### src/ssr_regs.vh
/*
 * Constants for the serial readout of the 14-bit sampling converter:
 * result width, falling-edge positions inside a frame and buffer depth.
 * Assumes it is included by bare name from the design files.
 */
`ifndef SSR_REGS_VH
`define SSR_REGS_VH

// result word
`define SSR_RES_W 14
`define SSR_RES_MSB 13
// offset-binary weight of the first trial bit
`define SSR_FIRST_WT 14'h2000
`define SSR_ZERO_CODE 14'h0000

// falling-edge counter inside a frame
`define SSR_CNT_W 5
`define SSR_CNT_ZERO 5'h00
`define SSR_CNT_ONE 5'h01
`define SSR_CNT_INC 5'h01
// edge that carries the most significant bit out
`define SSR_MSB_EDGE 5'h03
// edge that finishes the conversion and returns to tracking
`define SSR_TRACK_EDGE 5'h10
// clock periods per full frame the controller must give
`define SSR_FRAME_CYC 5'h12

// result buffer
`define SSR_FIFO_W 14
`define SSR_FIFO_DEPTH 16
`define SSR_FIFO_AW 4

`endif

### src/ssr_top.v
/*
 * Conversion sequencing and serial readout of a 14-bit differential
 * successive-approximation converter, plus a buffer of finished words.
 * Assumes the frame select and serial clock pins arrive asynchronously
 * and are much slower than clk_i (serial clock period >= 8 clk_i cycles);
 * ain_code_i is the front end's two's complement view of the input,
 * produced on clk_i.
 * Pin edges are seen three clk_i cycles after the pin moves; a serial
 * clock phase shorter than one clk_i cycle can be missed and would slip
 * the bit count. The link has no reset of its own: a frame select
 * rise is the only way to cut a running conversion short.
 * A word that finishes while the buffer and its hand-off stage are
 * both full is dropped and flagged on overrun_o, since the link
 * cannot be made to wait.
 */
`timescale 1ns/1ns
`default_nettype none
`include "ssr_regs.vh"

module ssr_top #(
  parameter RES_W = `SSR_RES_W,
  parameter FIFO_DEPTH = `SSR_FIFO_DEPTH,
  parameter FIFO_AW = `SSR_FIFO_AW
) (
  input wire clk_i,
  input wire reset_n_i,
  input wire cs_n_i,
  input wire sclk_i,
  input wire [RES_W-1:0] ain_code_i,
  output wire dout_o,
  output wire dout_oe_o,
  output wire track_o,
  output wire hold_o,
  output wire frame_done_o,
  output wire overrun_o,
  output wire res_valid_o,
  input wire res_ready_i,
  output wire [RES_W-1:0] res_data_o
);

  localparam ST_TRACK = 1'b0;
  localparam ST_CONV = 1'b1;

  ////////////////////////////////////////////////////////////////////////
  // pin synchronisers

  reg cs_meta_ff;
  reg cs_sync_ff;
  reg cs_prev_ff;
  reg sclk_meta_ff;
  reg sclk_sync_ff;
  reg sclk_prev_ff;

  // both pins come from the controller's side, not from clk_i
  always @(posedge clk_i) begin
    if (!reset_n_i) begin
      cs_meta_ff <= 1'b1;
      cs_sync_ff <= 1'b1;
      cs_prev_ff <= 1'b1;
      sclk_meta_ff <= 1'b0;
      sclk_sync_ff <= 1'b0;
      sclk_prev_ff <= 1'b0;
    end else begin
      cs_meta_ff <= cs_n_i;
      cs_sync_ff <= cs_meta_ff;
      cs_prev_ff <= cs_sync_ff;
      sclk_meta_ff <= sclk_i;
      sclk_sync_ff <= sclk_meta_ff;
      sclk_prev_ff <= sclk_sync_ff;
    end
  end

  wire cs_fall = cs_prev_ff && !cs_sync_ff;
  wire cs_rise = !cs_prev_ff && cs_sync_ff;
  wire sclk_fall = sclk_prev_ff && !sclk_sync_ff;

  ////////////////////////////////////////////////////////////////////////
  // conversion sequencer

  reg state_ff;
  reg nxt_state;
  reg [`SSR_CNT_W-1:0] edge_cnt_ff;
  reg [`SSR_CNT_W-1:0] nxt_edge_cnt;
  reg [RES_W-1:0] held_ff;
  reg [RES_W-1:0] nxt_held;
  reg [RES_W-1:0] sar_ff;
  reg [RES_W-1:0] nxt_sar;
  reg [RES_W-1:0] wt_ff;
  reg [RES_W-1:0] nxt_wt;
  reg dout_ff;
  reg nxt_dout;
  reg dout_oe_ff;
  reg nxt_dout_oe;
  reg done_ff;
  reg nxt_done;
  reg [RES_W-1:0] trial;
  reg bit_val;
  reg decide;
  reg track_ff;
  reg hold_ff;

  always @* begin
    nxt_state = state_ff;
    nxt_edge_cnt = edge_cnt_ff;
    nxt_held = held_ff;
    nxt_sar = sar_ff;
    nxt_wt = wt_ff;
    nxt_dout = dout_ff;
    nxt_dout_oe = dout_oe_ff;
    nxt_done = 1'b0;
    decide = 1'b0;
    trial = sar_ff | wt_ff;
    // offset-binary comparison of held sample against trial level
    bit_val = (held_ff >= trial);
    case (state_ff)
      ST_TRACK: begin
        // serial clock falls while tracking are ignored
        if (cs_rise) begin
          // a frame that ran to completion ends here
          nxt_dout_oe = 1'b0;
          nxt_edge_cnt = `SSR_CNT_ZERO;
        end else if (cs_fall) begin
          // capture, flipping the sign bit into offset-binary for the search
          nxt_held = {~ain_code_i[RES_W-1], ain_code_i[RES_W-2:0]};
          nxt_sar = `SSR_ZERO_CODE;
          nxt_wt = `SSR_FIRST_WT;
          nxt_state = ST_CONV;
          nxt_dout_oe = 1'b1;
          nxt_dout = 1'b0;
          // clock already low at frame start counts as the first falling edge
          nxt_edge_cnt = sclk_sync_ff ? `SSR_CNT_ZERO : `SSR_CNT_ONE;
        end
      end
      ST_CONV: begin
        if (cs_rise) begin
          // cut short: the running conversion is dropped, nothing stored
          nxt_state = ST_TRACK;
          nxt_dout_oe = 1'b0;
          nxt_edge_cnt = `SSR_CNT_ZERO;
        end else if (sclk_fall) begin
          nxt_edge_cnt = edge_cnt_ff + `SSR_CNT_INC;
          // edges three to sixteen each settle one result bit
          decide = (nxt_edge_cnt >= `SSR_MSB_EDGE) &&
            (nxt_edge_cnt <= `SSR_TRACK_EDGE);
          if (decide) begin
            nxt_sar = bit_val ? trial : sar_ff;
            nxt_wt = wt_ff >> 1;
            // send the sign bit in two's complement form
            nxt_dout = (wt_ff == `SSR_FIRST_WT) ? ~bit_val : bit_val;
          end
          if (nxt_edge_cnt == `SSR_TRACK_EDGE) begin
            nxt_state = ST_TRACK;
            nxt_done = 1'b1;
          end
        end
      end
      default: begin
        // unreachable with a one-bit state; keeps the case complete
        nxt_state = ST_TRACK;
      end
    endcase
  end

  always @(posedge clk_i) begin
    if (!reset_n_i) begin
      state_ff <= ST_TRACK;
      edge_cnt_ff <= `SSR_CNT_ZERO;
      dout_oe_ff <= 1'b0;
      done_ff <= 1'b0;
      track_ff <= 1'b1;
      hold_ff <= 1'b0;
    end else begin
      state_ff <= nxt_state;
      edge_cnt_ff <= nxt_edge_cnt;
      dout_oe_ff <= nxt_dout_oe;
      done_ff <= nxt_done;
      // mode pins come from their own flops, not from a decode of state
      track_ff <= (nxt_state == ST_TRACK);
      hold_ff <= (nxt_state == ST_CONV);
    end
  end

  ////////////////////////////////////////////////////////////////////////
  // sample and search registers
  always @(posedge clk_i) begin
    if (!reset_n_i) begin
      held_ff <= `SSR_ZERO_CODE;
      sar_ff <= `SSR_ZERO_CODE;
      wt_ff <= `SSR_ZERO_CODE;
      dout_ff <= 1'b0;
    end else begin
      // sample register only moves at frame start: input isolated
      held_ff <= nxt_held;
      sar_ff <= nxt_sar;
      wt_ff <= nxt_wt;
      dout_ff <= nxt_dout;
    end
  end

  ////////////////////////////////////////////////////////////////////////
  // result hand-off into the buffer

  reg [RES_W-1:0] pend_data_ff;
  reg pend_ff;
  reg overrun_ff;
  wire fifo_in_ready;
  wire [RES_W-1:0] done_word;

  // nxt_sar holds the finished code on the completing edge
  assign done_word = {~nxt_sar[RES_W-1], nxt_sar[RES_W-2:0]};

  // a full buffer stalls the hand-off; a second word while stalled is lost
  always @(posedge clk_i) begin
    if (!reset_n_i) begin
      pend_data_ff <= `SSR_ZERO_CODE;
      pend_ff <= 1'b0;
      overrun_ff <= 1'b0;
    end else begin
      if (nxt_done && (!pend_ff || fifo_in_ready)) begin
        pend_data_ff <= done_word;
        pend_ff <= 1'b1;
      end else if (pend_ff && fifo_in_ready) begin
        pend_ff <= 1'b0;
      end
      if (nxt_done && pend_ff && !fifo_in_ready) begin
        overrun_ff <= 1'b1;
      end
    end
  end

  wire fifo_out_valid;
  wire [RES_W-1:0] fifo_out_data;
  reg res_valid_ff;
  reg [RES_W-1:0] res_data_ff;
  wire take;

  ssr_fifo #(
    .WIDTH(RES_W),
    .DEPTH(FIFO_DEPTH),
    .AW(FIFO_AW)
  ) u_fifo (
    .clk_i(clk_i),
    .reset_n_i(reset_n_i),
    .in_valid_i(pend_ff),
    .in_ready_o(fifo_in_ready),
    .in_data_i(pend_data_ff),
    .out_valid_o(fifo_out_valid),
    .out_ready_i(take),
    .out_data_o(fifo_out_data)
  );

  // output register stage so the result port comes from flops
  assign take = fifo_out_valid && (!res_valid_ff || res_ready_i);

  always @(posedge clk_i) begin
    if (!reset_n_i) begin
      res_valid_ff <= 1'b0;
      res_data_ff <= `SSR_ZERO_CODE;
    end else begin
      if (take) begin
        res_valid_ff <= 1'b1;
        res_data_ff <= fifo_out_data;
      end else if (res_ready_i) begin
        res_valid_ff <= 1'b0;
      end
    end
  end

  ////////////////////////////////////////////////////////////////////////
  // outputs

  assign dout_o = dout_ff;
  assign dout_oe_o = dout_oe_ff;
  assign track_o = track_ff;
  assign hold_o = hold_ff;
  assign frame_done_o = done_ff;
  assign overrun_o = overrun_ff;
  assign res_valid_o = res_valid_ff;
  assign res_data_o = res_data_ff;

endmodule
`default_nettype wire

### src/ssr_fifo.v
/*
 * Synchronous FIFO for finished conversion words.
 * Assumes writer and reader share clk_i; width and depth are parameters,
 * depth a power of two of 2**AW entries.
 */
`timescale 1ns/1ns
`default_nettype none
`include "ssr_regs.vh"

module ssr_fifo #(
  parameter WIDTH = `SSR_FIFO_W,
  parameter DEPTH = `SSR_FIFO_DEPTH,
  parameter AW = `SSR_FIFO_AW
) (
  input wire clk_i,
  input wire reset_n_i,
  input wire in_valid_i,
  output wire in_ready_o,
  input wire [WIDTH-1:0] in_data_i,
  output wire out_valid_o,
  input wire out_ready_i,
  output wire [WIDTH-1:0] out_data_o
);

  reg [WIDTH-1:0] mem [0:DEPTH-1];
  reg [AW-1:0] wr_ptr_ff;
  reg [AW-1:0] rd_ptr_ff;
  reg [AW:0] count_ff;
  reg full_ff;
  reg empty_ff;
  reg [AW:0] nxt_count;
  wire push;
  wire pop;

  assign push = in_valid_i && !full_ff;
  assign pop = out_valid_o && out_ready_i;
  assign in_ready_o = !full_ff;
  assign out_valid_o = !empty_ff;
  assign out_data_o = mem[rd_ptr_ff];

  always @* begin
    nxt_count = count_ff;
    if (push && !pop) begin
      nxt_count = count_ff + {{AW{1'b0}}, 1'b1};
    end else if (pop && !push) begin
      nxt_count = count_ff - {{AW{1'b0}}, 1'b1};
    end
  end

  // storage has no reset; only pointers, count and flags need a defined value
  always @(posedge clk_i) begin
    if (push) begin
      mem[wr_ptr_ff] <= in_data_i;
    end
  end

  always @(posedge clk_i) begin
    if (!reset_n_i) begin
      wr_ptr_ff <= {AW{1'b0}};
      rd_ptr_ff <= {AW{1'b0}};
      count_ff <= {(AW+1){1'b0}};
      full_ff <= 1'b0;
      empty_ff <= 1'b1;
    end else begin
      if (push) begin
        wr_ptr_ff <= wr_ptr_ff + {{(AW-1){1'b0}}, 1'b1};
      end
      if (pop) begin
        rd_ptr_ff <= rd_ptr_ff + {{(AW-1){1'b0}}, 1'b1};
      end
      count_ff <= nxt_count;
      full_ff <= (nxt_count == DEPTH[AW:0]);
      empty_ff <= (nxt_count == {(AW+1){1'b0}});
    end
  end

endmodule
`default_nettype wire

### config.mk
export PLATFORM = sky130hd
export DESIGN_NAME = ssr_top
export DESIGN_NICKNAME = d
export VERILOG_FILES = /design/src/ssr_top.v /design/src/ssr_fifo.v
export VERILOG_INCLUDE_DIRS = /design/src
export SDC_FILE = /design/constraint.sdc
export NUM_CORES = 1
export LEC_CHECK = 0
export BUFFER_PORTS_ARGS = -buffer_cell sky130_fd_sc_hd__buf_2
export CAP_MARGIN = 20
export CORE_ASPECT_RATIO = 0.9
export CORE_MARGIN = 3
export CORE_UTILIZATION = 40
export CTS_CLUSTER_DIAMETER = 60
export DETAILED_ROUTE_END_ITERATION = 6
export GPL_TIMING_DRIVEN = 0
export HOLD_SLACK_MARGIN = 0.06
export SLEW_MARGIN = 20
export SYNTH_ARGS = -nofsm -noshare
export SYNTH_HDL_FRONTEND = slang
export SYNTH_SLANG_ARGS = --single-unit
### constraint.sdc
create_clock -name clk_i -period 3.7 [get_ports clk_i]
set_clock_uncertainty 0.05 [all_clocks]
set_input_delay 0 -clock clk_i [delete_from_list [all_inputs] [get_ports clk_i]]
set_output_delay 0 -clock clk_i [all_outputs]
set_load 0.01 [all_outputs]
==> results.md, run 1 <==
- Status: completed
- Sequential power share: 44.2%
- Hold Path Class: in -> reg
- Total number of vias: 7641
- Critical Path AT: 3090 ps
- Die Ht: 178 um
- CP Capture Type: register
- Number of cell rows: 62
- Main combinational cell family by area after synthesis: multiplexers
- Die Area: 35100 um^2
- Main flop type after synthesis: edfxtp_1
- Max-cap violations: 0
- Most frequent cell after synthesis: edfxtp_1
- Achievable Freq: 360 MHz
- CTS tree: built
- Post-Synthesis Cells: 872
- CTS buffer count: 36
- CORE AREA: 32100 um^2
- Crit start category: register
- Avg Inst Size Synth: 15.1 um^2
- Clock sink total: 328
- Number of synthesized flops with an enable pin: 224
- FFs w/ async S/R, synth: 0%
- Sequential area share after synthesis: 67.0%
- Hold_ws: 158 ps
- Gr usage total: 18.1%
- Clock share of power: 40.5%
- Post-synth top area cell: edfxtp_1
- Number of global-route vias before repair: 7641
- Worst-Skew Late Latency: 520 ps
- Clock Tree Buf Depth: 3
- Worst VDD drop: 0.274 mV
- Most instantiated cells after synthesis: edfxtp_1 (224), nand2_1 (123), dfxtp_1 (104)
- Min Tclk post-route: 2770 ps
- H-tree depth: 2
- Setup slack at placement: 967 ps
- Initial antenna violation count: 0
- Final Wtd Congestion: 0.815
- Placed cell count: 1346
- Fill cells: 2728
- Final WS setup: 925 ps
- Post-Syn Area: 13100 um^2
- DRC: 0
- Static leakage: 5.49 nW
- Worst-path clk slew: 60 ps
- Post-Route WL: 30900 um
- Initial core utilization: 40.9%
- Die width: 197 um
- Vias/cell: 5.34
- Clock root cell: clkbuf_16
- Share of cells above drive strength 1: 22.9%
- Post-DR wirelength/cell: 21.6 um
- Setup violators final: 0
- RSZ-0062 raised after global routing: false
- Post-DP HPWL: 21000 um
- Final period util: 75.0%
- Syn nets: 917
- First-pass GRT wire length: 47300 um
- Worst-path maximum fanout: 10
- 1st-iter DRT viols: 650
- Final hold violations: 0
- FF+latch count, synth: 328
- Post-synthesis simple-gate area fraction: 8.65%
- PortBufs: 38
- Post-DRT Antenna Nets: 0
- Synth top area cells: edfxtp_1 (51%), dfxtp_1 (16%), mux4_2 (12%)
- Critical Path RT: 4010 ps
- I/O Pins: 40
- Area share of fa/ha/maj cells after synthesis: 2.48%
- Util after Layout: 48.5%
- Sw Share: 25.0%
- Nets: 1032
- CP Class: reg -> reg
- Power density over the cells: 587 nW/um^2
- Slew Limit Fails: 0
- Int Power: 6.86 mW
- Antenna fix cells: 0
- Cts repair resizes: 0
- Combinational share of power: 15.3%
- Gr ovfl total: 0
- Final cell count without fillers: 1430
- Sw Pwr: 2.29 mW
- P&R area growth vs syn: 18.6%
- Slew headroom: 33.6%
- Largest net degree at the start of global routing: 18
- Unique masters post-synth: 61
- Drt pass-1 iters: 5
- Compound-Gate Fraction of Synth Area: 5.73%
- Synth top area share: 51.2%
- Yosys warning total: 0
- Synth Area in XOR/XNOR: 0.733%
- Post-synthesis mux area share: 13.0%
- Worst-Margin Slew: 996 ps
==> cell usage in the layout, fill, tap and decap left out, types with 18 or more instances in the layout <==
cell	instances
edfxtp_1	224
nand3_1	18
ha_1	26
dfxtp_1	104
a21oi_1	35
dlygate4sd3_1	19
mux4_2	70
nand2_1	123
clkbuf_16	37
buf_2	47
clkbuf_1	32
nor2_1	35
==> metrics by stage <==
stage          setup TNS [ps]  area, um^2  total power [mW]
2_1_floorplan               0       13100              5.07
3_3_place_gp           -15220       13800              5.50
3_5_place_dp                0       14100              5.51
4_1_cts                     0       15600              9.23
5_1_grt                     0       15600              9.49
6_report                    0       15600              9.14
==> final timing paths <==
check | start | endpoint | slack (ps) | cells after the start
hold reg to reg | cs_meta_ff$_SDFF_PN1_ | cs_sync_ff$_SDFF_PN1_ | 370 | 1
setup / recovery | u_fifo.rd_ptr_ff[1]$_SDFFE_PN0P_ | res_data_o[3]$_SDFFE_PN0P_ | 930 | 6
setup reg to reg | u_fifo.rd_ptr_ff[1]$_SDFFE_PN0P_ | res_data_o[3]$_SDFFE_PN0P_ | 930 | 6
hold / removal | ain_code_i[13] | held_ff[13]$_SDFFE_PN0P_ | 160 | 3
==> power by group through the flow <==
stage / sequential (mW) / clock, mW / combinational, mW
4_1_cts: 4.04 / 3.78 / 1.42
3_3_place_gp: 4.11 / 0 / 1.38
2_1_floorplan: 4.12 / 0 / 0.958
6_report: 4.04 / 3.70 / 1.40
3_5_place_dp: 4.12 / 0 / 1.40
5_1_grt: 4.05 / 3.93 / 1.52
==> critical path, stage by stage (launching register included) <==
cell and delay [ps]:
dfxtp_1 420, buf_2 390, buf_1 650, mux4_2 410, mux4_2 540, nand2_1 90, o21ai_1 60
==> layer usage <==
| layer | part of all wire [%] | track usage [%] |
|---|---|---|
| met5 | 0 | 0 |
| met4 | 2.0 | 4.78 |
| met3 | 4.9 | 3.04 |
| met2 | 47 | 29.1 |
| met1 | 46 | 26.0 |
==> flip-flops by register name, indices dropped and copies added (netlist names), 4 cells and up, named ones only <==
signal            count
pend_data_ff         14
u_fifo.mem          224
u_fifo.count_ff       5
wt_ff                14
sar_ff               13
res_data_o           14
u_fifo.wr_ptr_ff      4
held_ff              14
edge_cnt_ff           5
u_fifo.rd_ptr_ff      4
==> area by class of cell <==
type	count	area, um^2	area share, %
sequential	328	8810	56.5
multi-input combinational	479	4070	26.1
clock buffer	46	1000	6.42
timing repair buffer	77	621	3.98
tap	416	520	3.34
buffer	48	249	1.60
clock inverter	19	243	1.56
inverter	17	63.8	0.410
==> cells by family after synthesis <==
logic type,count (synthesis)
muxes,83
adders and majority gates,26
buffers and inverters,65
AOI/OAI and AO/OA,110
and+or+nand+nor,249
xor gates and xnor gates,11
DFF,328
==> what timing repair did <==
item | CTS | global route
setup buffers | 0 | 0
hold buffers | 19 | 0
hold endpoints to repair | 29 | 0
Power figures use the tool's default switching activity.
==> run 2: changes to the inputs <==
clock period = 2.7 ns   (was 3.7 ns; I/O delays follow)
==> run 2 against run 1 <==
  * Non-clock buffer count grew 2
  * Combinational power grew 29%
  * Register-to-register slack lost 760 ps
  * Sequential power grew 38%
  * Total power grew 36%
  * Critical path type unchanged
  * Critical endpoint is now pend_data_ff[8]$_SDFFE_PN0P_
==> results.md, run 2 (same netlist as run 1, synthesis figures left out) <==
- Status: completed (unchanged)
- Min-delay src: ain_code_i[13] (unchanged)
- Slew Limit Fails: 0 (unchanged)
- P&R area growth vs syn: 19.0% (was 18.6%)
- Final Wtd Congestion: 0.815 (unchanged)
- Static leakage: 5.29 nW (was 5.49 nW)
- Die Ht: 178 um (unchanged)
- Drt pass-1 iters: 5 (unchanged)
- Worst-Skew Late Latency: 520 ps (about the same)
- Post-DRT Antenna Nets: 0 (unchanged)
- Die Area: 35100 um^2 (unchanged)
- CP Capture Type: register (unchanged)
- Critical Path RT: 3040 ps (was 4010 ps)
- Clock sink total: 328 (unchanged)
- Final Total Pwr: 12.5 mW (was 9.14 mW)
- CORE AREA: 32100 um^2 (unchanged)
- Power density over the cells: 798 nW/um^2 (was 587 nW/um^2)
- CP Class: reg -> reg (unchanged)
- Crit path launch: wt_ff[0]$_SDFFE_PN0P_ (was u_fifo.rd_ptr_ff[1]$_SDFFE_PN0P_)
- Largest net degree at the start of global routing: 18 (unchanged)
- R2R Path Start: wt_ff[0]$_SDFFE_PN0P_ (was u_fifo.rd_ptr_ff[1]$_SDFFE_PN0P_)
- Setup TNS: 0 ps (unchanged)
- Vias/cell: 5.31 (was 5.34)
- Number of global-route vias before repair: 7670 (was 7641)
- CTS tree: built (unchanged)
- H-tree depth: 2 (unchanged)
- Worst-path clk slew: 60 ps (about the same)
- Clock Tree Buf Depth: 3 (unchanged)
- Post-DP HPWL: 21000 um (unchanged)
- Antenna fix cells: 0 (unchanged)
- Gr ovfl total: 0 (unchanged)
- Die width: 197 um (unchanged)
- RSZ-0062 raised after global routing: false (unchanged)
- Initial core utilization: 40.9% (unchanged)
- Final hold violations: 0 (unchanged)
- Max-cap violations: 0 (unchanged)
- Min Tclk post-route: 2530 ps (was 2770 ps)
- Worst-path maximum fanout: 10 (unchanged)
- PortBufs: 38 (unchanged)
- 1st-iter DRT viols: 668 (was 650)
- Initial antenna violation count: 0 (unchanged)
- Number of flip-flops in the largest register: 224 (unchanged)
- Nets: 1034 (was 1032)
- Worst VDD drop: 0.374 mV (was 0.274 mV)
- DRC: 0 (unchanged)
- Critical Path AT: 2880 ps (was 3090 ps)
- Clock root cell: clkbuf_16 (unchanged)
- Crit start category: register (unchanged)
- CTS buffer count: 36 (unchanged)
- Commonest non-fill, non-tap cell in the layout: edfxtp_1 (unchanged)
- Gr usage total: 18.2% (was 18.1%)
- Total number of vias: 7610 (was 7641)
- Achievable Freq: 395 MHz (was 360 MHz)
- Post-Route WL: 31000 um (was 30900 um)
- I/O Pins: 40 (unchanged)
- First-pass GRT wire length: 47400 um (was 47300 um)
- Post-DR wirelength/cell: 21.6 um (about the same)
- Setup violators final: 0 (unchanged)
- Hold Path Class: in -> reg (unchanged)
- Slew headroom: 33.4% (was 33.6%)
- Final period util: 93.8% (was 75.0%)
- Worst-Margin Slew: 998 ps (was 996 ps)
- Most frequent cells in the layout: edfxtp_1 (224), nand2_1 (123), dfxtp_1 (103), mux4_2 (70), buf_2 (48) (was edfxtp_1 (224), nand2_1 (123), dfxtp_1 (104), mux4_2 (70), buf_2 (47))
- Biggest register: u_fifo.mem (unchanged)
- Number of cell rows: 62 (unchanged)
- Share of cells above drive strength 1: 23.9% (was 22.9%)
## run 2: changes by cell type in the layout (fill, tap and decap cells not counted), sizes merged
cell,before,now
buf,78,80
## run 2: worst paths after layout
path	slack, ps	cells after the start	end
worst max-delay path	170	9	pend_data_ff[8]$_SDFFE_PN0P_
worst max register to register	170	9	pend_data_ff[8]$_SDFFE_PN0P_
worst min register to register	370	1	cs_sync_ff$_SDFF_PN1_
worst min-delay path	160	3	held_ff[13]$_SDFFE_PN0P_
## run 2: layout make-up
cell class              instances  area (um^2)
clock buffers                  46         1000
multi-input cells             479         4100
clock inverters                19          243
inverters                      17         63.8
flip-flops and latches        328         8810
well taps                     416          520
repair buffers                 79          636
plain buffers                  48          254
fillers                      2730        16500
## run 2: worst max-delay path: stages, from the launching register on
cell	delay [ps]
dfxtp_2	340
or2_2	310
ha_1	260
nand2b_1	170
a2111oi_4	280
a21oi_1	100
a211o_2	350
and2_4	170
buf_4	180
a31o_1	210
## run 2: metal layers
metal,track usage [%],part of all wire (%)
met1,26.1,46
met2,29.1,47
met3,3.04,5.1
met4,4.78,1.9
met5,0,0
## run 2: what timing repair did
action,in CTS,in global routing
pin swaps,1,2
setup buffers,2,0
hold endpoints to repair,29,0
hold buffers,19,0
endpoints found under the setup margin,15,34
gates resized for setup,3,10
## run 2: power by group
part	internal (mW)	switching, mW
Combinational	0.740	1.07
Sequential	5.46	0.124
Clock	3.12	1.96
Total	9.32	3.15
## run 2: metrics by stage
stage          utilization (%)  setup slack, ps  instance area, um^2  hold slack [ps]  cells
2_1_floorplan                -              266                13100             45.6    872
3_3_place_gp              43.1            -1310                13800              135   1326
3_5_place_dp              44.0            -33.2                14100              139   1346
4_1_cts                   48.6             7.27                15600              153   1432
5_1_grt                   48.7             9.31                15600              148   1432
6_report                  48.7              166                15600              158   1432
